## config.mk

```make
export PLATFORM = sky130hd
export DESIGN_NAME = flash_host
export DESIGN_NICKNAME = d
export VERILOG_FILES = /design/src/flash_host_pkg.sv /design/src/flash_cycle_if.sv /design/src/flash_cycle.sv /design/src/flash_host.sv
export VERILOG_INCLUDE_DIRS = /design/src
export SDC_FILE = /design/constraint.sdc
export NUM_CORES = 1
export LEC_CHECK = 0
export BUFFER_PORTS_ARGS = -buffer_cell sky130_fd_sc_hd__buf_2
export CAP_MARGIN = 20
export CORE_MARGIN = 5
export CORE_UTILIZATION = 26
export CTS_BUF_LIST = sky130_fd_sc_hd__clkbuf_4 sky130_fd_sc_hd__clkbuf_8
export DETAILED_ROUTE_END_ITERATION = 16
export PLACE_DENSITY_LB_ADDON = 0.25
export SYNTH_ARGS = -nofsm -noshare
export SYNTH_HDL_FRONTEND = slang
export SYNTH_SLANG_ARGS = --single-unit
```

## constraint.sdc

```tcl
create_clock -name clk_i -period 7.83 [get_ports clk_i]
set_clock_uncertainty 0.1 [all_clocks]
set_input_delay 1.1745 -clock clk_i [delete_from_list [all_inputs] [get_ports clk_i]]
set_output_delay 1.1745 -clock clk_i [all_outputs]
set_load 0.02 [all_outputs]
```

## src/flash_host_cfg.svh

```systemverilog
`ifndef FLASH_HOST_CFG_SVH
`define FLASH_HOST_CFG_SVH

// Register byte offsets on the Wishbone side.
`define REG_CMD   8'h00
`define REG_CFG   8'h04
`define REG_ADDR  8'h08
`define REG_DATA  8'h0C
`define REG_STAT  8'h10
`define REG_RDATA 8'h14

// Status register bit positions.
`define STAT_ERR 1
`define STAT_TMO 8

// Unlock and parameter query addresses for word and byte width.
`define UNL_W1 12'h555
`define UNL_W2 12'h2AA
`define UNL_B1 12'hAAA
`define UNL_B2 12'h555
`define CFI_W  12'h055
`define CFI_B  12'h0AA

// Command codes.
`define CMD_UNL1   8'hAA
`define CMD_UNL2   8'h55
`define CMD_RESET  8'hF0
`define CMD_ID     8'h90
`define CMD_SEC    8'h88
`define CMD_ZERO   8'h00
`define CMD_PROG   8'hA0
`define CMD_BUF    8'h25
`define CMD_COMMIT 8'h29
`define CMD_BYP    8'h20
`define CMD_ERASE  8'h80
`define CMD_CHIP   8'h10
`define CMD_SECT   8'h30
`define CMD_SUSP   8'hB0
`define CMD_RESUME 8'h30
`define CMD_CFI    8'h98

// Program buffer size and page shift per width.
`define BUF_MAX_W  6'h10
`define BUF_MAX_B  6'h20
`define PAGE_SH_W  4
`define PAGE_SH_B  5

// Strobe timing.
`define CLK_PERIOD_NS 100
`define WE_LOW_NS     100
`define RD_LOW_NS     300
`define WE_LOW_CYC ((`WE_LOW_NS + `CLK_PERIOD_NS - 1) / `CLK_PERIOD_NS)
`define RD_LOW_CYC ((`RD_LOW_NS + `CLK_PERIOD_NS - 1) / `CLK_PERIOD_NS)
`define SYNC_DEPTH 2

`endif

```

## src/flash_host_pkg.sv

```systemverilog
package flash_host_pkg;

	typedef enum logic [4:0] {
		OP_READ       = 5'h00,
		OP_RESET      = 5'h01,
		OP_ID_ENTER   = 5'h02,
		OP_SEC_ENTER  = 5'h03,
		OP_SEC_EXIT   = 5'h04,
		OP_PROGRAM    = 5'h05,
		OP_BUF_START  = 5'h06,
		OP_BUF_LOAD   = 5'h07,
		OP_BUF_COMMIT = 5'h08,
		OP_BUF_ABORT  = 5'h09,
		OP_BYP_ENTER  = 5'h0A,
		OP_BYP_PROG   = 5'h0B,
		OP_BYP_EXIT   = 5'h0C,
		OP_CHIP_ERASE = 5'h0D,
		OP_SECT_ERASE = 5'h0E,
		OP_SUSPEND    = 5'h0F,
		OP_RESUME     = 5'h10,
		OP_CFI        = 5'h11
	} op_e;

	typedef enum logic [1:0] {
		M_IDLE  = 2'b00,
		M_ISSUE = 2'b01,
		M_WAIT  = 2'b10
	} main_state_e;

	typedef enum logic [1:0] {
		C_IDLE  = 2'b00,
		C_SETUP = 2'b01,
		C_PULSE = 2'b10,
		C_HOLD  = 2'b11
	} cyc_state_e;

endpackage

```

## src/flash_cycle_if.sv

```systemverilog
`timescale 1ns/1ps
interface flash_cycle_if #(parameter int AW = 22);
	logic          req;
	logic          rd;
	logic [AW-1:0] addr;
	logic [15:0]   wdata;
	logic          done;
	logic [15:0]   rdata;

	modport ctrl (output req, rd, addr, wdata, input done, rdata);
	modport eng  (input req, rd, addr, wdata, output done, rdata);
endinterface

```

## src/flash_cycle.sv

```systemverilog
`timescale 1ns/1ps
`include "flash_host_cfg.svh"
module flash_cycle #(
	parameter int AW = 22
) (
	input  wire logic          clk_i,
	input  wire logic          rst_i,
	flash_cycle_if.eng         bus,
	output logic [AW-1:0]      flash_addr_o,
	output logic [15:0]        flash_dq_o,
	output logic               flash_dq_oe_o,
	input  wire logic [15:0]   flash_dq_i,
	output logic               flash_ce_n_o,
	output logic               flash_we_n_o,
	output logic               flash_oe_n_o
);
	localparam logic [3:0] WE_CNT = 4'(`WE_LOW_CYC - 1);
	localparam logic [3:0] RD_CNT = 4'(`RD_LOW_CYC + `SYNC_DEPTH - 1);

	flash_host_pkg::cyc_state_e st_q, st_d;
	logic [3:0]    cnt_q, cnt_d;
	logic [AW-1:0] addr_q, addr_d;
	logic [15:0]   dat_q, dat_d, rdat_q, rdat_d, s1_q, s2_q;
	logic          rd_q, rd_d, ce_n_q, ce_n_d, we_n_q, we_n_d;
	logic          oe_n_q, oe_n_d, dqoe_q, dqoe_d;

	always_comb begin
		st_d   = st_q;
		cnt_d  = cnt_q;
		addr_d = addr_q;
		dat_d  = dat_q;
		rd_d   = rd_q;
		ce_n_d = ce_n_q;
		we_n_d = we_n_q;
		oe_n_d = oe_n_q;
		dqoe_d = dqoe_q;
		rdat_d = rdat_q;
		case (st_q)
			flash_host_pkg::C_IDLE: begin
				if (bus.req) begin
					addr_d = bus.addr;
					dat_d  = bus.wdata;
					rd_d   = bus.rd;
					ce_n_d = 1'b0;
					dqoe_d = ~bus.rd;
					st_d   = flash_host_pkg::C_SETUP;
				end
			end
			// strobe order: address settles before the write strobe falls.
			flash_host_pkg::C_SETUP: begin
				we_n_d = rd_q;
				oe_n_d = ~rd_q;
				cnt_d  = rd_q ? RD_CNT : WE_CNT;
				st_d   = flash_host_pkg::C_PULSE;
			end
			flash_host_pkg::C_PULSE: begin
				if (cnt_q == 4'h0) begin
					we_n_d = 1'b1;
					oe_n_d = 1'b1;
					if (rd_q) begin
						rdat_d = s2_q;
					end
					st_d = flash_host_pkg::C_HOLD;
				end else begin
					cnt_d = cnt_q - 4'h1;
				end
			end
			flash_host_pkg::C_HOLD: begin
				ce_n_d = 1'b1;
				dqoe_d = 1'b0;
				st_d   = flash_host_pkg::C_IDLE;
			end
			default: begin
				st_d = flash_host_pkg::C_IDLE;
			end
		endcase
	end

	always_ff @(posedge clk_i) begin
		if (rst_i) begin
			st_q   <= flash_host_pkg::C_IDLE;
			cnt_q  <= 4'h0;
			addr_q <= '0;
			dat_q  <= 16'h0000;
			rd_q   <= 1'b0;
			ce_n_q <= 1'b1;
			we_n_q <= 1'b1;
			oe_n_q <= 1'b1;
			dqoe_q <= 1'b0;
			rdat_q <= 16'h0000;
			s1_q   <= 16'h0000;
			s2_q   <= 16'h0000;
		end else begin
			st_q   <= st_d;
			cnt_q  <= cnt_d;
			addr_q <= addr_d;
			dat_q  <= dat_d;
			rd_q   <= rd_d;
			ce_n_q <= ce_n_d;
			we_n_q <= we_n_d;
			oe_n_q <= oe_n_d;
			dqoe_q <= dqoe_d;
			rdat_q <= rdat_d;
			s1_q   <= flash_dq_i;
			s2_q   <= s1_q;
		end
	end

	assign bus.done      = (st_q == flash_host_pkg::C_HOLD);
	assign bus.rdata     = rdat_q;
	assign flash_addr_o  = addr_q;
	assign flash_dq_o    = dat_q;
	assign flash_dq_oe_o = dqoe_q;
	assign flash_ce_n_o  = ce_n_q;
	assign flash_we_n_o  = we_n_q;
	assign flash_oe_n_o  = oe_n_q;

	a_we_after_ce: assert property (@(posedge clk_i) disable iff (rst_i)
		$fell(flash_we_n_o) |-> !flash_ce_n_o && $past(!flash_ce_n_o))
		else $error("write strobe fell without chip select settled");
	a_we_rise_first: assert property (@(posedge clk_i) disable iff (rst_i)
		$rose(flash_ce_n_o) |-> flash_we_n_o && $past(flash_we_n_o))
		else $error("chip select rose before the write strobe");
	a_read_no_drive: assert property (@(posedge clk_i) disable iff (rst_i)
		!flash_oe_n_o |-> !flash_dq_oe_o && flash_we_n_o)
		else $error("data bus driven during a read cycle");
endmodule

```

## src/flash_host.sv

```systemverilog
// The placing of the registers and the Wishbone slave port were left to the implementer.
`timescale 1ns/1ps
`include "flash_host_cfg.svh"
// Functional notes
// Word mode unlock is AA at 555, 55 at 2AA, command at 555.
// Byte mode unlock is AA at AAA, 55 at 555, command at AAA.
// Unlock cycles drive upper address bits and upper data bits as zero.
// All sequence cycles are writes except array reads and ID reads.
// Array reads in read mode need no unlock or command cycles.
// F0 at any address resets; needed after ID mode or timeout.
// The upper data byte of an ID read is don't care.
// Part ID is three reads; software supplies each offset.
// Secure region lock query returns one of four codes.
// Sector group protect query returns zero or one.
// Buffered program holds at most a full buffer of locations.
// Count written after 25 equals locations minus one.
// Every buffered location shares the first location's buffer page.
// A write of 29 at the sector address commits the buffer.
// Abort recovery is unlock plus F0; device becomes ready.
// Bypass program needs bypass entry; it is A0 then data.
// Leaving bypass takes 90 then 00 at any address.
// Address latched at later strobe fall, data at earlier rise.
// Suspend only during sector erase; reads, programs, ID allowed then.
// Resume write of 30 accepted only while suspended.
// Parameter query 98 at 55 or AA, only in read or ID mode.
// Sector is selected by upper address bits only.
// Erase is six writes ending 10 for chip or 30 for sector.
// Single program is unlock pair, A0, then data at address.
module flash_host #(
	parameter int AW = 22
) (
	input  wire logic          clk_i,
	input  wire logic          rst_i,
	input  wire logic          wb_cyc_i,
	input  wire logic          wb_stb_i,
	input  wire logic          wb_we_i,
	input  wire logic [7:0]    wb_adr_i,
	input  wire logic [3:0]    wb_sel_i,
	input  wire logic [31:0]   wb_dat_i,
	output logic [31:0]        wb_dat_o,
	output logic               wb_ack_o,
	output logic [AW-1:0]      flash_addr_o,
	output logic [15:0]        flash_dq_o,
	output logic               flash_dq_oe_o,
	input  wire logic [15:0]   flash_dq_i,
	output logic               flash_ce_n_o,
	output logic               flash_we_n_o,
	output logic               flash_oe_n_o,
	output logic               flash_byte_n_o
);
	typedef flash_host_pkg::op_e op_t;

	flash_cycle_if #(.AW(AW)) cyc ();

	flash_cycle #(.AW(AW)) u_cycle (
		.clk_i         (clk_i),
		.rst_i         (rst_i),
		.bus           (cyc.eng),
		.flash_addr_o  (flash_addr_o),
		.flash_dq_o    (flash_dq_o),
		.flash_dq_oe_o (flash_dq_oe_o),
		.flash_dq_i    (flash_dq_i),
		.flash_ce_n_o  (flash_ce_n_o),
		.flash_we_n_o  (flash_we_n_o),
		.flash_oe_n_o  (flash_oe_n_o)
	);

	flash_host_pkg::main_state_e st_q, st_d;
	op_t           op_q, op_d, cand, nop;
	logic [2:0]    step_q, step_d;
	logic [AW-1:0] addr_q, addr_d, page_q, page_d, pg, s_addr;
	logic [15:0]   data_q, data_d, rdat_q, rdat_d, s_data;
	logic [31:0]   dat_q, dat_d, wval;
	logic [5:0]    cnt_q, cnt_d, ld_q, ld_d, bmax;
	logic          byte_q, byte_d, auto_q, auto_d, ack_q, ack_d;
	logic          err_q, err_d, id_q, id_d, sec_q, sec_d, byp_q, byp_d;
	logic          susp_q, susp_d, ers_q, ers_d, buf_q, buf_d;
	logic          tmo_q, tmo_d, pend_q, pend_d;
	logic          wb_req, wr, ok, start, base, unl_op, s_rd, s_last;
	logic [11:0]   ua1, ua2;

	function automatic logic [31:0] merge(input logic [31:0] o,
		input logic [31:0] n, input logic [3:0] s);
		logic [31:0] r;
		r = o;
		for (int i = 0; i < 4; i++) begin
			if (s[i]) begin
				r[i*8 +: 8] = n[i*8 +: 8];
			end
		end
		return r;
	endfunction

	// unlock addresses per width.
	assign ua1  = byte_q ? `UNL_B1 : `UNL_W1;
	// byte mode shifts both unlock addresses.
	assign ua2  = byte_q ? `UNL_B2 : `UNL_W2;
	assign bmax = byte_q ? `BUF_MAX_B : `BUF_MAX_W;
	assign pg   = byte_q ? (addr_q >> `PAGE_SH_B) : (addr_q >> `PAGE_SH_W);
	assign unl_op = op_q inside {flash_host_pkg::OP_ID_ENTER,
		flash_host_pkg::OP_SEC_ENTER, flash_host_pkg::OP_SEC_EXIT,
		flash_host_pkg::OP_PROGRAM, flash_host_pkg::OP_BUF_START,
		flash_host_pkg::OP_BUF_ABORT, flash_host_pkg::OP_BYP_ENTER,
		flash_host_pkg::OP_CHIP_ERASE, flash_host_pkg::OP_SECT_ERASE};

	// Step table: one bus cycle per step, upper bits zero where unused.
	always_comb begin
		s_rd   = 1'b0;
		s_last = 1'b0;
		s_addr = {{(AW-12){1'b0}}, ua1};
		s_data = {8'h00, `CMD_ZERO};
		// unlock pair with clean upper bits.
		if (unl_op && step_q == 3'd0) begin
			s_data = {8'h00, `CMD_UNL1};
		end else if (unl_op && step_q == 3'd1) begin
			s_addr = {{(AW-12){1'b0}}, ua2};
			s_data = {8'h00, `CMD_UNL2};
		end else begin
			case (op_q)
				// plain read, ID offsets from software.
				flash_host_pkg::OP_READ: begin
					s_rd   = 1'b1;
					s_addr = addr_q;
					s_last = 1'b1;
				end
				// reset at any address.
				flash_host_pkg::OP_RESET: begin
					s_addr = '0;
					s_data = {8'h00, `CMD_RESET};
					s_last = 1'b1;
				end
				flash_host_pkg::OP_ID_ENTER: begin
					s_data = {8'h00, `CMD_ID};
					s_last = 1'b1;
				end
				flash_host_pkg::OP_SEC_ENTER: begin
					s_data = {8'h00, `CMD_SEC};
					s_last = 1'b1;
				end
				flash_host_pkg::OP_SEC_EXIT: begin
					s_data = {8'h00, (step_q == 3'd2) ? `CMD_ID : `CMD_ZERO};
					s_addr = (step_q == 3'd2) ? s_addr : '0;
					s_last = (step_q == 3'd3);
				end
				// single program.
				flash_host_pkg::OP_PROGRAM: begin
					s_data = (step_q == 3'd2) ? {8'h00, `CMD_PROG} : data_q;
					s_addr = (step_q == 3'd2) ? s_addr : addr_q;
					s_last = (step_q == 3'd3);
				end
				// buffer command and R12 count, both at the sector.
				flash_host_pkg::OP_BUF_START: begin
					s_addr = addr_q;
					s_data = (step_q == 3'd2) ? {8'h00, `CMD_BUF} : data_q;
					s_last = (step_q == 3'd3);
				end
				flash_host_pkg::OP_BUF_LOAD: begin
					s_addr = addr_q;
					s_data = data_q;
					s_last = 1'b1;
				end
				// commit at the sector address.
				flash_host_pkg::OP_BUF_COMMIT: begin
					s_addr = addr_q;
					s_data = {8'h00, `CMD_COMMIT};
					s_last = 1'b1;
				end
				// abort recovery.
				flash_host_pkg::OP_BUF_ABORT: begin
					s_data = {8'h00, `CMD_RESET};
					s_last = 1'b1;
				end
				flash_host_pkg::OP_BYP_ENTER: begin
					s_data = {8'h00, `CMD_BYP};
					s_last = 1'b1;
				end
				// two-cycle bypass program.
				flash_host_pkg::OP_BYP_PROG: begin
					s_addr = (step_q == 3'd0) ? '0 : addr_q;
					s_data = (step_q == 3'd0) ? {8'h00, `CMD_PROG} : data_q;
					s_last = (step_q == 3'd1);
				end
				// bypass exit.
				flash_host_pkg::OP_BYP_EXIT: begin
					s_addr = '0;
					s_data = {8'h00, (step_q == 3'd0) ? `CMD_ID : `CMD_ZERO};
					s_last = (step_q == 3'd1);
				end
				// six-write erase.
				flash_host_pkg::OP_CHIP_ERASE, flash_host_pkg::OP_SECT_ERASE:
				begin
					case (step_q)
						3'd2: s_data = {8'h00, `CMD_ERASE};
						3'd3: s_data = {8'h00, `CMD_UNL1};
						3'd4: begin
							s_addr = {{(AW-12){1'b0}}, ua2};
							s_data = {8'h00, `CMD_UNL2};
						end
						default: begin
							s_last = 1'b1;
							if (op_q == flash_host_pkg::OP_SECT_ERASE) begin
								s_addr = addr_q;
								s_data = {8'h00, `CMD_SECT};
							end else begin
								s_data = {8'h00, `CMD_CHIP};
							end
						end
					endcase
				end
				flash_host_pkg::OP_SUSPEND, flash_host_pkg::OP_RESUME: begin
					s_addr = '0;
					s_data = {8'h00, (op_q == flash_host_pkg::OP_SUSPEND) ?
						`CMD_SUSP : `CMD_RESUME};
					s_last = 1'b1;
				end
				// parameter query address per width.
				default: begin
					s_addr = {{(AW-12){1'b0}}, byte_q ? `CFI_B : `CFI_W};
					s_data = {8'h00, `CMD_CFI};
					s_last = 1'b1;
				end
			endcase
		end
	end

	assign wb_req = wb_cyc_i & wb_stb_i & ~ack_q;
	assign wr     = wb_req & wb_we_i;
	assign cand   = op_t'(wb_dat_i[4:0]);
	assign base   = ~buf_q & ~byp_q & ~id_q;

	// Legality of a requested operation in the present mode.
	always_comb begin
		case (cand)
			flash_host_pkg::OP_READ:      ok = ~buf_q;
			flash_host_pkg::OP_RESET,
			flash_host_pkg::OP_ID_ENTER:  ok = ~buf_q & ~byp_q;
			// programs stay legal while suspended.
			flash_host_pkg::OP_PROGRAM:   ok = base;
			flash_host_pkg::OP_SEC_ENTER, flash_host_pkg::OP_SEC_EXIT,
			flash_host_pkg::OP_BYP_ENTER, flash_host_pkg::OP_CHIP_ERASE,
			flash_host_pkg::OP_SECT_ERASE: ok = base & ~susp_q;
			// count bounded by the buffer size.
			flash_host_pkg::OP_BUF_START: ok = base & ~susp_q &
				(data_q[5:0] < bmax) & (data_q[15:6] == 10'h000);
			// same page as the first location.
			flash_host_pkg::OP_BUF_LOAD:  ok = buf_q & (ld_q <= cnt_q) &
				((ld_q == 6'h00) | (pg == page_q));
			// commit only after count plus one loads.
			flash_host_pkg::OP_BUF_COMMIT: ok = buf_q &
				(ld_q == cnt_q + 6'h01);
			flash_host_pkg::OP_BUF_ABORT: ok = ~byp_q;
			flash_host_pkg::OP_BYP_PROG,
			flash_host_pkg::OP_BYP_EXIT:  ok = byp_q;
			// suspend only over a sector erase.
			flash_host_pkg::OP_SUSPEND:   ok = ers_q & ~susp_q & ~buf_q;
			// resume only while suspended.
			flash_host_pkg::OP_RESUME:    ok = susp_q;
			// read mode or ID mode only.
			flash_host_pkg::OP_CFI:       ok = ~buf_q & ~byp_q & ~susp_q;
			default:                      ok = 1'b0;
		endcase
	end

	always_comb begin
		st_d = st_q; op_d = op_q; step_d = step_q; addr_d = addr_q;
		data_d = data_q; rdat_d = rdat_q; cnt_d = cnt_q; ld_d = ld_q;
		page_d = page_q; byte_d = byte_q; auto_d = auto_q;
		id_d = id_q; sec_d = sec_q; byp_d = byp_q; susp_d = susp_q;
		ers_d = ers_q; buf_d = buf_q; tmo_d = tmo_q; pend_d = pend_q;
		err_d = err_q; start = 1'b0; nop = cand;
		ack_d = wb_req;
		wval  = merge(32'h0000_0000, wb_dat_i, wb_sel_i);
		case (wb_adr_i)
			`REG_CMD:   dat_d = {27'h0, op_q};
			`REG_CFG:   dat_d = {30'h0, auto_q, byte_q};
			`REG_ADDR:  dat_d = {{(32-AW){1'b0}}, addr_q};
			`REG_DATA:  dat_d = {16'h0, data_q};
			`REG_STAT:  dat_d = {10'h0, ld_q, 7'h0, tmo_q, buf_q, ers_q,
				susp_q, byp_q, sec_q, id_q, err_q,
				(st_q != flash_host_pkg::M_IDLE) | pend_q};
			`REG_RDATA: dat_d = {16'h0, rdat_q};
			default:    dat_d = 32'h0000_0000;
		endcase
		// Width and address are frozen while a sequence is on the pins.
		if (wr && st_q == flash_host_pkg::M_IDLE) begin
			if (wb_adr_i == `REG_CFG && wb_sel_i[0]) begin
				byte_d = wb_dat_i[0];
				auto_d = wb_dat_i[1];
			end
			if (wb_adr_i == `REG_ADDR) begin
				addr_d = AW'(merge({{(32-AW){1'b0}}, addr_q}, wb_dat_i,
					wb_sel_i));
			end
			if (wb_adr_i == `REG_DATA) begin
				data_d = 16'(merge({16'h0, data_q}, wb_dat_i, wb_sel_i));
			end
		end
		if (wr && wb_adr_i == `REG_STAT) begin
			err_d = err_q & ~wval[`STAT_ERR];
			tmo_d = tmo_q & ~wval[`STAT_TMO];
		end
		if (wr && wb_adr_i == `REG_CMD && wb_sel_i[0]) begin
			if (st_q == flash_host_pkg::M_IDLE && !pend_q && ok) begin
				start = 1'b1;
			end else begin
				err_d = 1'b1;
			end
		end
		// queued reset after a timeout flag is seen.
		if (pend_q && st_q == flash_host_pkg::M_IDLE) begin
			start = 1'b1;
			nop   = flash_host_pkg::OP_RESET;
		end
		if (start) begin
			op_d = nop; step_d = 3'd0; st_d = flash_host_pkg::M_ISSUE;
			case (nop)
				flash_host_pkg::OP_RESET: begin
					id_d = 1'b0; pend_d = 1'b0; ers_d = ers_q & susp_q;
				end
				flash_host_pkg::OP_ID_ENTER:   id_d = 1'b1;
				flash_host_pkg::OP_SEC_ENTER:  sec_d = 1'b1;
				flash_host_pkg::OP_SEC_EXIT:   sec_d = 1'b0;
				flash_host_pkg::OP_BYP_ENTER:  byp_d = 1'b1;
				flash_host_pkg::OP_BYP_EXIT:   byp_d = 1'b0;
				flash_host_pkg::OP_SECT_ERASE: ers_d = 1'b1;
				flash_host_pkg::OP_CHIP_ERASE: ers_d = 1'b0;
				flash_host_pkg::OP_SUSPEND:    susp_d = 1'b1;
				flash_host_pkg::OP_RESUME:     susp_d = 1'b0;
				flash_host_pkg::OP_BUF_START: begin
					buf_d = 1'b1; cnt_d = data_q[5:0]; ld_d = 6'h00;
				end
				flash_host_pkg::OP_BUF_LOAD: begin
					ld_d = ld_q + 6'h01;
					page_d = (ld_q == 6'h00) ? pg : page_q;
				end
				flash_host_pkg::OP_BUF_COMMIT,
				flash_host_pkg::OP_BUF_ABORT:  buf_d = 1'b0;
				default: ;
			endcase
		end
		case (st_q)
			flash_host_pkg::M_ISSUE: st_d = flash_host_pkg::M_WAIT;
			flash_host_pkg::M_WAIT: begin
				if (cyc.done) begin
					// upper byte of an ID read is don't care.
					if (s_rd) begin
						rdat_d = id_q ? {8'h00, cyc.rdata[7:0]} : cyc.rdata;
					end
					if (s_rd && auto_q && cyc.rdata[5] && !id_q) begin
						tmo_d = 1'b1; pend_d = 1'b1;
					end
					st_d   = s_last ? flash_host_pkg::M_IDLE :
						flash_host_pkg::M_ISSUE;
					step_d = s_last ? step_q : step_q + 3'd1;
				end
			end
			default: ;
		endcase
	end

	always_ff @(posedge clk_i) begin
		if (rst_i) begin
			st_q <= flash_host_pkg::M_IDLE; op_q <= flash_host_pkg::OP_READ;
			step_q <= 3'd0; addr_q <= '0; data_q <= 16'h0000;
			rdat_q <= 16'h0000; cnt_q <= 6'h00; ld_q <= 6'h00;
			page_q <= '0; byte_q <= 1'b0; auto_q <= 1'b0; ack_q <= 1'b0;
			err_q <= 1'b0; id_q <= 1'b0; sec_q <= 1'b0; byp_q <= 1'b0;
			susp_q <= 1'b0; ers_q <= 1'b0; buf_q <= 1'b0; tmo_q <= 1'b0;
			pend_q <= 1'b0; dat_q <= 32'h0000_0000;
		end else begin
			st_q <= st_d; op_q <= op_d; step_q <= step_d; addr_q <= addr_d;
			data_q <= data_d; rdat_q <= rdat_d; cnt_q <= cnt_d;
			ld_q <= ld_d; page_q <= page_d; byte_q <= byte_d;
			auto_q <= auto_d; ack_q <= ack_d; err_q <= err_d; id_q <= id_d;
			sec_q <= sec_d; byp_q <= byp_d; susp_q <= susp_d;
			ers_q <= ers_d; buf_q <= buf_d; tmo_q <= tmo_d;
			pend_q <= pend_d; dat_q <= dat_d;
		end
	end

	assign cyc.req        = (st_q == flash_host_pkg::M_ISSUE);
	assign cyc.rd         = s_rd;
	assign cyc.addr       = s_addr;
	assign cyc.wdata      = s_data;
	assign wb_ack_o       = ack_q;
	assign wb_dat_o       = dat_q;
	assign flash_byte_n_o = ~byte_q;

	a_ack_single: assert property (@(posedge clk_i) disable iff (rst_i)
		wb_ack_o |=> !wb_ack_o)
		else $error("ack held for more than one cycle");
	a_unlock_head: assert property (@(posedge clk_i) disable iff (rst_i)
		cyc.req && unl_op && step_q == 3'd0 |-> flash_we_n_o [*2] ##1
		!flash_we_n_o && flash_dq_o == 16'h00AA &&
		flash_addr_o[11:0] == (byte_q ? 12'hAAA : 12'h555))
		else $error("unlock sequence did not open with AA at unlock address");
	a_byte_second: assert property (@(posedge clk_i) disable iff (rst_i)
		cyc.req && unl_op && step_q == 3'd1 && byte_q |-> ##2
		flash_addr_o[11:0] == 12'h555 && flash_dq_o == 16'h0055)
		else $error("byte mode second unlock cycle wrong");
	a_unlock_clean: assert property (@(posedge clk_i) disable iff (rst_i)
		cyc.req && unl_op && step_q < 3'd2 |-> ##2
		flash_addr_o[AW-1:12] == '0 && flash_dq_o[15:8] == 8'h00)
		else $error("upper bits not zero during unlock");
	a_cfi_gate: assert property (@(posedge clk_i) disable iff (rst_i)
		start && nop == flash_host_pkg::OP_CFI |-> !byp_q && !susp_q &&
		!buf_q)
		else $error("parameter query issued outside read or ID mode");
	a_resume_gate: assert property (@(posedge clk_i) disable iff (rst_i)
		start && nop == flash_host_pkg::OP_RESUME |-> susp_q ##1 !susp_q)
		else $error("resume issued while not suspended");
	a_commit_count: assert property (@(posedge clk_i) disable iff (rst_i)
		start && nop == flash_host_pkg::OP_BUF_COMMIT |->
		ld_q == cnt_q + 6'h01 ##1 !buf_q)
		else $error("commit with wrong number of loads");
	a_bypass_gate: assert property (@(posedge clk_i) disable iff (rst_i)
		start && nop == flash_host_pkg::OP_BYP_PROG |-> byp_q)
		else $error("bypass program outside bypass mode");
	a_suspend_gate: assert property (@(posedge clk_i) disable iff (rst_i)
		start && nop == flash_host_pkg::OP_SUSPEND |-> ers_q && !susp_q)
		else $error("suspend issued without a sector erase");
	a_timeout_reset: assert property (@(posedge clk_i) disable iff (rst_i)
		$rose(pend_q) |-> ##[1:40] (cyc.req &&
		op_q == flash_host_pkg::OP_RESET))
		else $error("timeout reset not issued");
endmodule

```

==> After elaboration in Yosys (flattened, before gate mapping) <==
Index checks and enable logic that the tools add are counted.
{ "totals": {"register_bits": 239, "inputBits": 65, "output_inout_bits": 76} }
{ "classes": {"n_addsub": 4, "magnitude_cmp": 2, "n_eq_ne": 67, "n_mux": 80, "bitwise": 29, "reduce_logical": 71} }
{ "ops": {"columns": ["cell", "count"], "rows": [
  ["$pmux 16 s14", 1],
  ["$pmux 22 s7", 1],
  ["$pmux 22 s6", 1],
  ["$eq 5x4->1 const B", 23],
  ["$mux 22", 5],
  ["$mux 16", 6],
  ["$eq 5x3->1 const B", 11],
  ["$pmux 22 s2", 1],
  ["$mux 8", 4],
  ["$eq 5x2->1 const B", 6],
  ["$reduce_and 2->1", 14],
  ["$mux 1", 26],
  ["$mux 12", 2],
  ["$pmux 8 s3", 1],
  ["$reduce_and 3->1", 8],
  ["$eq 18x22->1", 1],
  ["$eq 5x5->1 const B", 4],
  ["$mux 18", 1],
  ["$pmux 1 s2", 9],
  ["$reduce_bool 2->1", 9],
  ["$and 1x1->1", 17],
  ["$eq 8x4->1 const B", 2],
  ["$eq 8x5->1 const B", 2],
  ["$reduce_or 2->1", 8],
  ["44 further kinds", 90]
]} }

==> Longest topological paths before layout <==
Gate-level depths: netlist of the first run.
{ "depth": {"word_depth": 15, "depth_mapped": 13} }

==> By module <==
From an unflattened synthesis of the first run, not the netlist that was laid out.
{ "hier_totals": {"hier_cells": 1358, "hier_area_um2": 11248.3} }
{ "by_module_without_submodules": {"columns": ["mod", "n_inst", "cells_each", "area_per_inst_um2"], "rows": [
  ["flash_host", 1, 985, 7816.2],
  ["flash_cycle", 1, 373, 3432.0]
]} }

==> Least setup slack after synthesis of the first run <==
OpenSTA, ideal clock, no wires.
{ "synth_timing": {"kind": "input to register", "start": "input wb_dat_i[4]", "end": "register ers_q", "arrival_ns": 3.083, "required_time_ns": 7.658, "path_slack_ns": 4.576, "cell_stages": 7, "cell_sequence": "or4_4 > or4_1 > o2111ai_2 > a211oi_2 > buf_6 > o41ai_4 > mux2i_1"} }
{ "synth_via": {"elab_chain_cells": 8, "word_cells_on_any_way": 33} }
{ "synth_lines": {"columns": ["element", "line", "rtl"], "rows": [
  ["start, declared", "flash_host.sv:39", "input wire logic [31:0] wb_dat_i,"],
  ["$eq 5x2->1, or another cell as far along", "flash_host.sv:233", "case (cand)"],
  ["$reduce_or 5->1 / $reduce_or 2->1 (equally long branches)", "flash_host.sv:233", null],
  ["$pmux 1 s12", "flash_host.sv:233", null],
  ["$logic_and 1x1->1", "flash_host.sv:303", "if (st_q == flash_host_pkg::M_IDLE && !pend_q && ok) begin"],
  ["$mux 1", "flash_host.sv:303", null],
  ["$mux 1", "flash_host.sv:302", "if (wr && wb_adr_i == `REG_CMD && wb_sel_i[0]) begin"],
  ["$mux 1", "flash_host.sv:310", "if (pend_q && st_q == flash_host_pkg::M_IDLE) begin"],
  ["$reduce_and 2->1 (no line)", null, null],
  ["end signal, assigned", "flash_host.sv:376", "ers_q <= ers_d; buf_q <= buf_d; tmo_q <= tmo_d;"],
  ["end, declared", "flash_host.sv:77", "logic susp_q, susp_d, ers_q, ers_d, buf_q, buf_d;"]
]} }
Several ways; a longest one is shown, not always the timed one.
A chain may end at the register's enable or synchronous reset.

==> Final worst setup path of the first run <==
{ "layout_timing": {"start": "register byte_q", "end": "register st_q[0]"} }
{ "layout_via": {"elab_chain_cells": 12, "word_cells_on_any_way": 16} }
{ "layout_lines": {"columns": ["element", "line", "rtl"], "rows": [
  ["start, declared", "flash_host.sv:75", "logic byte_q, byte_d, auto_q, auto_d, ack_q, ack_d;"],
  ["start signal, assigned", "flash_host.sv:373", "ld_q <= ld_d; page_q <= page_d; byte_q <= byte_d;"],
  ["$mux 6 (no line) / $mux 18 (equally long branches)", null, null],
  ["$lt 6x6->1 / $eq 18x22->1 (equally long branches)", "flash_host.sv:244, flash_host.sv:247", null],
  ["$and 1x1->1 / $or 1x1->1 (equally long branches)", "flash_host.sv:243, flash_host.sv:247", null],
  ["$and 1x1->1 (on tied branches)", "flash_host.sv:244, flash_host.sv:246", null],
  ["$pmux 1 s12 *", "flash_host.sv:233", null],
  ["$logic_and 1x1->1 *", "flash_host.sv:303", null],
  ["$mux 1 *", "flash_host.sv:303", null],
  ["$mux 1 *", "flash_host.sv:302", null],
  ["$mux 1 *", "flash_host.sv:310", null],
  ["$mux 2 *", "flash_host.sv:314", "if (start) begin"],
  ["$mux 2", "flash_host.sv:344", "if (cyc.done) begin"],
  ["$pmux 2 s2 *", "flash_host.sv:341", "case (st_q)"],
  ["end signal, assigned", "flash_host.sv:363", "st_q <= flash_host_pkg::M_IDLE; op_q <= flash_host_pkg::OP_READ;"],
  ["end signal, assigned", "flash_host.sv:371", "st_q <= st_d; op_q <= op_d; step_q <= step_d; addr_q <= addr_d;"],
  ["end, declared", "flash_host.sv:68", "flash_host_pkg::main_state_e st_q, st_d;"]
]} }
Mark *: on every way between the ends. The rest lies on a longest branch, timed or not.

==> results of run 1 <==
## registers in the layout, indices dropped and copies added, names as in the netlist, 3 cells and up
| register | flops |
|---|---|
| addr_q | 22 |
| cnt_q | 6 |
| data_q | 16 |
| ld_q | 6 |
| op_q | 5 |
| page_q | 18 |
| rdat_q | 16 |
| step_q | 3 |
| u_cycle.bus.rdata | 16 |
| u_cycle.cnt_q | 4 |
| u_cycle.flash_addr_o | 22 |
| u_cycle.flash_dq_o | 16 |
| u_cycle.s1_q | 16 |
| u_cycle.s2_q | 16 |
| wb_dat_o | 22 |
## kinds of logic after synthesis
| kind of cell | after synthesis | share of synthesized area |
|---|---|---|
| other | 1 | 0.0003410 |
| muxes | 74 | 0.06962 |
| AOI/OAI and AO/OA | 332 | 0.2110 |
| and+or+nand+nor | 462 | 0.2090 |
| buffers and inverters | 138 | 0.05427 |
| DFF | 225 | 0.4096 |
| adders and majority gates | 24 | 0.02708 |
| xor gates and xnor gates | 24 | 0.01911 |
## metrics by stage
| step | instances | setup slack, ns | util |
|---|---|---|---|
| after floorplan | 1289 | 4.576 | - |
| after global placement | 1855 | 3.535 | 0.2857 |
| after detailed placement | 1855 | 3.456 | 0.2857 |
| after CTS | 1927 | 3.669 | 0.3081 |
| after global routing | 1929 | 3.424 | 0.3087 |
| final | 1930 | 3.633 | 0.3088 |
## worst max path at each step
stage                      startpoint  endpoint  slack (ns)  cells after the start
after global routing           byte_q   st_q[0]        3.42                     10
final                          byte_q   st_q[0]        3.63                     10
after floorplan           wb_dat_i[4]     ers_q        4.58                      7
after detailed placement  wb_dat_i[2]   st_q[0]        3.46                      8
after global placement    wb_dat_i[1]   st_q[0]        3.54                      8
after CTS                      byte_q   st_q[0]        3.67                     10
## layer usage
metal | up-vias | part of all wire | wire length [um]
met5 | - | 0.00030 | 11
met4 | 2 | 0.016 | 579
met3 | 42 | 0.053 | 1932
met2 | 272 | 0.46 | 16980
met1 | 4772 | 0.47 | 17160
li1 | 4793 | - | -
## Yosys cell counts (5+ instances only)
library cell | number | area share
and3_1 | 15 | 0.0085
xor2_1 | 19 | 0.015
nor3_1 | 21 | 0.0096
nand3_1 | 37 | 0.017
nand3b_1 | 10 | 0.0068
inv_1 | 30 | 0.010
a21oi_1 | 83 | 0.038
ha_1 | 23 | 0.026
nor2_1 | 129 | 0.044
a22oi_1 | 38 | 0.026
nand2_1 | 120 | 0.041
mux2i_1 | 63 | 0.057
a21o_1 | 5 | 0.0034
nor2b_1 | 49 | 0.028
nand4_1 | 12 | 0.0068
o21ai_0 | 44 | 0.020
a311oi_1 | 20 | 0.016
clkbuf_1 | 79 | 0.027
o211ai_1 | 8 | 0.0055
o311ai_0 | 5 | 0.0040
buf_1 | 5 | 0.0017
o22ai_1 | 9 | 0.0051
o2111ai_1 | 6 | 0.0048
a211o_1 | 5 | 0.0040
a22o_1 | 18 | 0.014
a222oi_1 | 6 | 0.0055
and2_1 | 8 | 0.0046
a31oi_1 | 30 | 0.017
buf_2 | 9 | 0.0041
mux2_2 | 10 | 0.010
xnor2_1 | 5 | 0.0040
nor3b_1 | 7 | 0.0048
nand2b_1 | 14 | 0.0080
buf_4 | 12 | 0.0082
nor4_1 | 9 | 0.0051
dfxtp_1 | 225 | 0.41
## power by group through the flow
| stage | sequential (mW) | combinational (mW) | clock (mW) |
|---|---|---|---|
| after global routing | 1.17 | 0.148 | 1.37 |
| after CTS | 1.16 | 0.134 | 1.31 |
| after global placement | 1.19 | 0.133 | 0 |
| after floorplan | 1.19 | 0.0926 | 0 |
| after detailed placement | 1.19 | 0.133 | 0 |
| final | 1.16 | 0.133 | 1.27 |
## critical path, stage by stage (launching register included)
cell and delay (ns):
dfxtp_1 0.74, buf_4 0.44, inv_1 0.26, ha_1 0.25, nor4_1 0.16, nand3_1 0.10
or4_1 0.51, o2111ai_2 0.16, a211o_2 0.66, nand2_1 0.38, a311oi_1 0.30
## final cells by class
type / instances / area (um^2)
fill: 4486 / 28930
multi-input combinational: 926 / 5946
sequential: 225 / 4504
clock buffer: 63 / 804.5
timing repair buffer: 136 / 747.0
tap: 539 / 674.4
clock inverter: 9 / 130.1
inverter: 30 / 112.6
antenna: 2 / 5.005
==> results.rst, run 1 <==
.. list-table::
   :header-rows: 1

   * - Metric
     - Value
   * - Worst hold-check path type
     - reg -> reg
   * - Routing usage on met1
     - 0.2135
   * - Distinct cell type count of the synthesized netlist
     - 88
   * - Die outline width
     - 215.7 um
   * - Number of pins with negative max-slew slack in the final report
     - 0
   * - First-pass GRT wire length
     - 57.31 mm
   * - Router iterations before antenna repair
     - 6
   * - Switching fraction of total power
     - 0.2382
   * - Via count normalized by instance count
     - 5.120
   * - DR iter-0 viols
     - 812
   * - Num CTS Buffers
     - 42
   * - Remaining antenna violation count after routing
     - 0
   * - Outcome
     - complete, no violations
   * - GR Overflow Total
     - 0
   * - Detailed placement HPWL
     - 25.67 mm
   * - Cell Area, Synth
     - 11000 um^2
   * - Reg2Reg Depth
     - 10
   * - CTS tree
     - done
   * - Total of endpoints with negative setup slack in the final report
     - 0
   * - Setup TNS after final layout
     - 0 ns
   * - Number of enable-type register cells in the synthesized netlist
     - 0
   * - Fraction of layout instances using a drive strength above 1
     - 0.1757
   * - Highest-count cells in the layout ignoring fill and taps
     - 225 x dfxtp_1, 128 x nor2_1, 120 x nand2_1
   * - Antenna violations before repair
     - 3
   * - Overall power
     - 2.568 mW
   * - Post-route clock period utilization
     - 0.5360
   * - Switch Pwr
     - 0.6117 mW
   * - Average size of a mapped cell
     - 8.592 um^2
   * - Layer carrying the most global-route usage
     - met2
   * - CTS Root Cell
     - clkbuf_8
   * - Required time at the worst-slack endpoint
     - 8.18 ns
   * - Area added between synthesis and finish
     - 17.51%
   * - Vert. Die Dim
     - 215.7 um
   * - FP Rows
     - 75
   * - Register bit count reported by yosys
     - 225
   * - Global-route track usage on met3
     - 0.02522
   * - Non-Filler Cell Area, Final
     - 12920 um^2
   * - Maximum number of pins on one net before global-route repair
     - 70
   * - Via count of the first global-routing pass
     - 9628
   * - Top-Level Pins
     - 141
   * - Beginning of the worst hold path
     - u_cycle.s2_q[5]
   * - Overall routing resource usage
     - 0.1514
   * - Actual transition at the worst max-transition pin
     - 1.002 ns
   * - IO buf count
     - 119
   * - Cell leakage power
     - 4.960 nW
   * - Relative slew margins
     - 0.3323
   * - Total vias in the final route
     - 9881
   * - Core box area
     - 41850 um^2
   * - Worst reg-to-reg setup slack
     - 3.63 ns
   * - Power density over the cells
     - 198.7 nW/um^2
   * - Final weighted congestion in routability-driven placement
     - 0.8590
   * - Hold Vio Cnt, Final
     - 0
   * - Startpoint of the most critical register-to-register path
     - byte_q
   * - Count of max-cap constraint violations
     - 0
   * - Cts-stage hold buffer count
     - 0
   * - Post-route DRC violation count
     - 0
   * - Hold Slack
     - 0.3310 ns
   * - Type of the worst setup path
     - reg -> reg
   * - Fraction of power consumed by sequential logic
     - 0.454
   * - FFs w/ async S/R, synth
     - 0
   * - Placed cell areas
     - 11960 um^2
   * - Kind of start point of the critical path
     - register
   * - Clk buf depth
     - 3
   * - Upper clock frequency limit
     - 0.2383 GHz
   * - Met2 Use GR
     - 0.2430
   * - IR drop worst, VDD
     - 0.1068 mV
   * - Most common cell after layout, fill and taps aside
     - dfxtp_1
   * - Hold-critical path endpoint
     - u_cycle.bus.rdata[5]
   * - Starting Density
     - 0.2628
   * - R2r endpoint
     - st_q[0]
   * - Clock period minus worst slack
     - 4.197 ns
   * - Worst hold path depth
     - 2
   * - Cells resized by post-CTS repair
     - 0
   * - Setup repair after global routing missed its margin
     - no
   * - Total number of yosys warnings
     - 0
   * - Crit. End Element
     - register
   * - Layout Nets
     - 1449
   * - Portion of total power attributed to combinational logic
     - 0.052
   * - Fraction of power consumed by the clock network
     - 0.495
   * - Wire length reported by the detailed router
     - 36.67 mm
   * - Highest net fanout along the worst path
     - 38
   * - Data arrival at the endpoint of the critical path
     - 4.55 ns
   * - Die area
     - 46510 um^2
   * - Fraction of the yosys area taken by sequential cells
     - 0.4096
   * - Internal power summed over all cells
     - 1.956 mW
   * - Clock insertion delay at the later pin of the skew report
     - 0.57 ns
   * - Setup repair bufs after CTS
     - 0
   * - Post-detailed-route wirelength per cell
     - 19.00 um
   * - Max H-tree Level
     - 2
   * - Main synth FF type
     - dfxtp_1
   * - Count of mapped cells out of synthesis
     - 1280
   * - Clock-pin transition on the worst setup and hold timing paths
     - 0.06 ns
   * - Clock tree sinks
     - 225
(Power assumes the default switching activity.)
==> run 2: changes to the inputs <==
- clock period: 7.83 -> 4.08 ns (I/O delays scaled with it)
==> run 2 against run 1 <==
Design area is 0.75% higher; flip-flop and latch count stayed put; worst setup slack worse by 2.8 ns; power is 90% higher; register-to-register slack worse by 2.8 ns; utilization is 0.23 points higher; critical endpoint is now page_q[10].
==> results.rst, run 2 (synthesis gave the netlist of run 1 again) <==
.. list-table::
   :header-rows: 1

   * - Metric
     - Value
   * - Cells resized by post-CTS repair
     - 0 (unchanged)
   * - Router iterations before antenna repair
     - 5 (-1)
   * - Required time at the worst-slack endpoint
     - 4.43 ns (-3.75 ns)
   * - Die area
     - 46510 um^2 (unchanged)
   * - Setup repair bufs after CTS
     - 0 (unchanged)
   * - Portion of total power attributed to combinational logic
     - 0.053 (about the same)
   * - Cell leakage power
     - 5.031 nW (+1.4%)
   * - Count of max-cap constraint violations
     - 0 (unchanged)
   * - Fraction of power consumed by the clock network
     - 0.491 (-0.004)
   * - FP Rows
     - 75 (unchanged)
   * - Antenna violations before repair
     - 5 (+2)
   * - Remaining antenna violation count after routing
     - 0 (unchanged)
   * - CTS Root Cell
     - clkbuf_8
   * - IR drop worst, VDD
     - 0.2215 mV (+110%)
   * - Vert. Die Dim
     - 215.7 um (unchanged)
   * - Total of endpoints with negative setup slack in the final report
     - 0 (unchanged)
   * - Clock insertion delay at the later pin of the skew report
     - 0.55 ns (-0.02 ns)
   * - Final weighted congestion in routability-driven placement
     - 0.8679 (+1.0%)
   * - Actual transition at the worst max-transition pin
     - 0.8991 ns (-0.1024 ns)
   * - Detailed placement HPWL
     - 26.04 mm (+1.4%)
   * - Cts-stage hold buffer count
     - 0 (unchanged)
   * - Number of buffers and inverters on the critical path
     - 3 (+1)
   * - Crit. End Element
     - register
   * - First-pass GRT wire length
     - 56.94 mm (-0.65%)
   * - Via count of the first global-routing pass
     - 9897 (+2.8%)
   * - Number of pins with negative max-slew slack in the final report
     - 0 (unchanged)
   * - Power density over the cells
     - 375.7 nW/um^2 (+89%)
   * - Internal power summed over all cells
     - 3.745 mW (+91%)
   * - Type of the worst setup path
     - reg -> reg
   * - Highest net fanout along the worst path
     - 20 (-47%)
   * - CTS tree
     - done
   * - Post-detailed-route wirelength per cell
     - 18.58 um (-2.2%)
   * - Max H-tree Level
     - 2 (unchanged)
   * - Outcome
     - complete, no violations
   * - Fraction of layout instances using a drive strength above 1
     - 0.1843 (+0.008676)
   * - Setup TNS after final layout
     - 0 ns (unchanged)
   * - Clk buf depth
     - 3 (unchanged)
   * - Switch Pwr
     - 1.147 mW (+87%)
   * - Wire length reported by the detailed router
     - 36.18 mm (-1.3%)
   * - Maximum single-stage delay on the critical path
     - 0.52 ns (-0.22 ns)
   * - Core box area
     - 41850 um^2 (unchanged)
   * - Ordered list of cells on the worst path
     - buf_12 -> inv_1 -> ha_1 -> nor4_1 -> nand3_1 -> or4_1 -> o2111ai_2 -> a211o_2 -> buf_4 -> a31oi_1 -> a311oi_1
   * - Top-Level Pins
     - 141 (unchanged)
   * - Data arrival at the endpoint of the critical path
     - 3.59 ns (-0.96 ns)
   * - Switching fraction of total power
     - 0.2344 (-0.003781)
   * - Upper clock frequency limit
     - 0.3095 GHz (+30%)
   * - Clock-pin transition on the worst setup and hold timing paths
     - 0.06 ns (about the same)
   * - Filler Cells Inserted
     - 4483 (-0.067%)
   * - Via count normalized by instance count
     - 5.116 (about the same)
   * - Post-route DRC violation count
     - 0 (unchanged)
   * - Starting Density
     - 0.2628 (unchanged)
   * - Layout Nets
     - 1462 (+0.90%)
   * - Highest-count cells in the layout ignoring fill and taps
     - 225 x dfxtp_1, 129 x nor2_1, 120 x nand2_1
   * - Kind of start point of the critical path
     - register
   * - Clock tree sinks
     - 225 (unchanged)
   * - Family with the most delay on the worst path
     - compound AO/OA/AOI/OAI gates
   * - Most common cell after layout, fill and taps aside
     - dfxtp_1
   * - Num CTS Buffers
     - 40 (-4.8%)
   * - Total vias in the final route
     - 9961 (+0.81%)
   * - Clock period minus worst slack
     - 3.231 ns (-0.9652 ns)
   * - Hold Vio Cnt, Final
     - 0 (unchanged)
   * - Worst-path cell with the longest stage delay
     - or4_1
   * - Worst hold-check path type
     - in -> reg
   * - Overall routing resource usage
     - 0.1502 (-0.001245)
   * - DR iter-0 viols
     - 844 (+3.9%)
   * - Overall power
     - 4.892 mW (+90%)
   * - Area added between synthesis and finish
     - 18.38%
   * - Setup repair after global routing missed its margin
     - no
   * - Die outline width
     - 215.7 um (unchanged)
   * - Fraction of power consumed by sequential logic
     - 0.457 (+0.003)
   * - Post-route clock period utilization
     - 0.7920 (+0.2560)
   * - Maximum number of pins on one net before global-route repair
     - 85 (+21%)
   * - IO buf count
     - 119 (unchanged)
   * - GR Overflow Total
     - 0 (unchanged)
   * - Relative slew margins
     - 0.3851 (+0.05280)
-- run 2: power groups by stage --
| stage | clock network, mW | logic, mW | registers, mW |
|---|---|---|---|
| after floorplan | 0 | 0.178 | 2.29 |
| after global placement | 0 | 0.256 | 2.28 |
| after detailed placement | 0 | 0.257 | 2.28 |
| after CTS | 2.47 | 0.258 | 2.24 |
| after global routing | 2.57 | 0.289 | 2.24 |
| final | 2.40 | 0.258 | 2.23 |
-- run 2: worst register-to-register path, delay by kind of cell, from the launching register on --
kind / cells / cell delay (ns)
AO/OA/AOI/OAI: 4 / 0.91
adder cells (fa/ha/maj): 1 / 0.25
buffers and inverters: 3 / 0.74
flip-flops: 1 / 0.37
AND/OR/NAND/NOR: 3 / 0.80
-- run 2: path summary, 6_finish.rpt --
path,startpoint,to,slack [ns],cells past startpoint
max reg2reg,byte_q,page_q[10],0.85,11
max,byte_q,page_q[10],0.85,11
min,flash_dq_i[14],u_cycle.s1_q[14],0.18,2
min reg2reg,u_cycle.s2_q[0],u_cycle.bus.rdata[0],0.33,2
-- run 2: routing by layer --
layer,track usage,wire length [um],up-vias
met2,0.2391,16450,304
met5,0,24,-
met4,0.04694,784,4
met3,0.03279,2222,58
li1,-,-,4845
met1,0.2039,16690,4750
-- run 2: metrics by stage --
stage | hold WS [ns] | instance area [um^2] | std cells | utilization | worst slack, ns
final | 0.1750 | 13020 | 1947 | 0.3111 | 0.8487
after global routing | 0.1563 | 13020 | 1946 | 0.3110 | 0.5849
after CTS | 0.1338 | 13010 | 1944 | 0.3109 | 0.8682
after detailed placement | 0.3263 | 12080 | 1871 | 0.2887 | 0.7269
after global placement | 0.3254 | 12080 | 1871 | 0.2887 | 0.7814
after floorplan | 0.3138 | 11030 | 1289 | - | 1.267
-- run 2: layout make-up --
| cell class | instances | area, um^2 | area share |
|---|---|---|---|
| Timing Repair Buffer | 151 | 854.6 | 0.06564 |
| Tap cell | 539 | 674.4 | 0.05180 |
| Antenna cell | 3 | 7.507 | 0.0005766 |
| Inverter | 30 | 112.6 | 0.008649 |
| Sequential cell | 225 | 4504 | 0.3460 |
| Clock inverter | 11 | 133.9 | 0.01028 |
| Multi-Input combinational cell | 926 | 5936 | 0.4559 |
| Clock buffer | 62 | 797.0 | 0.06121 |
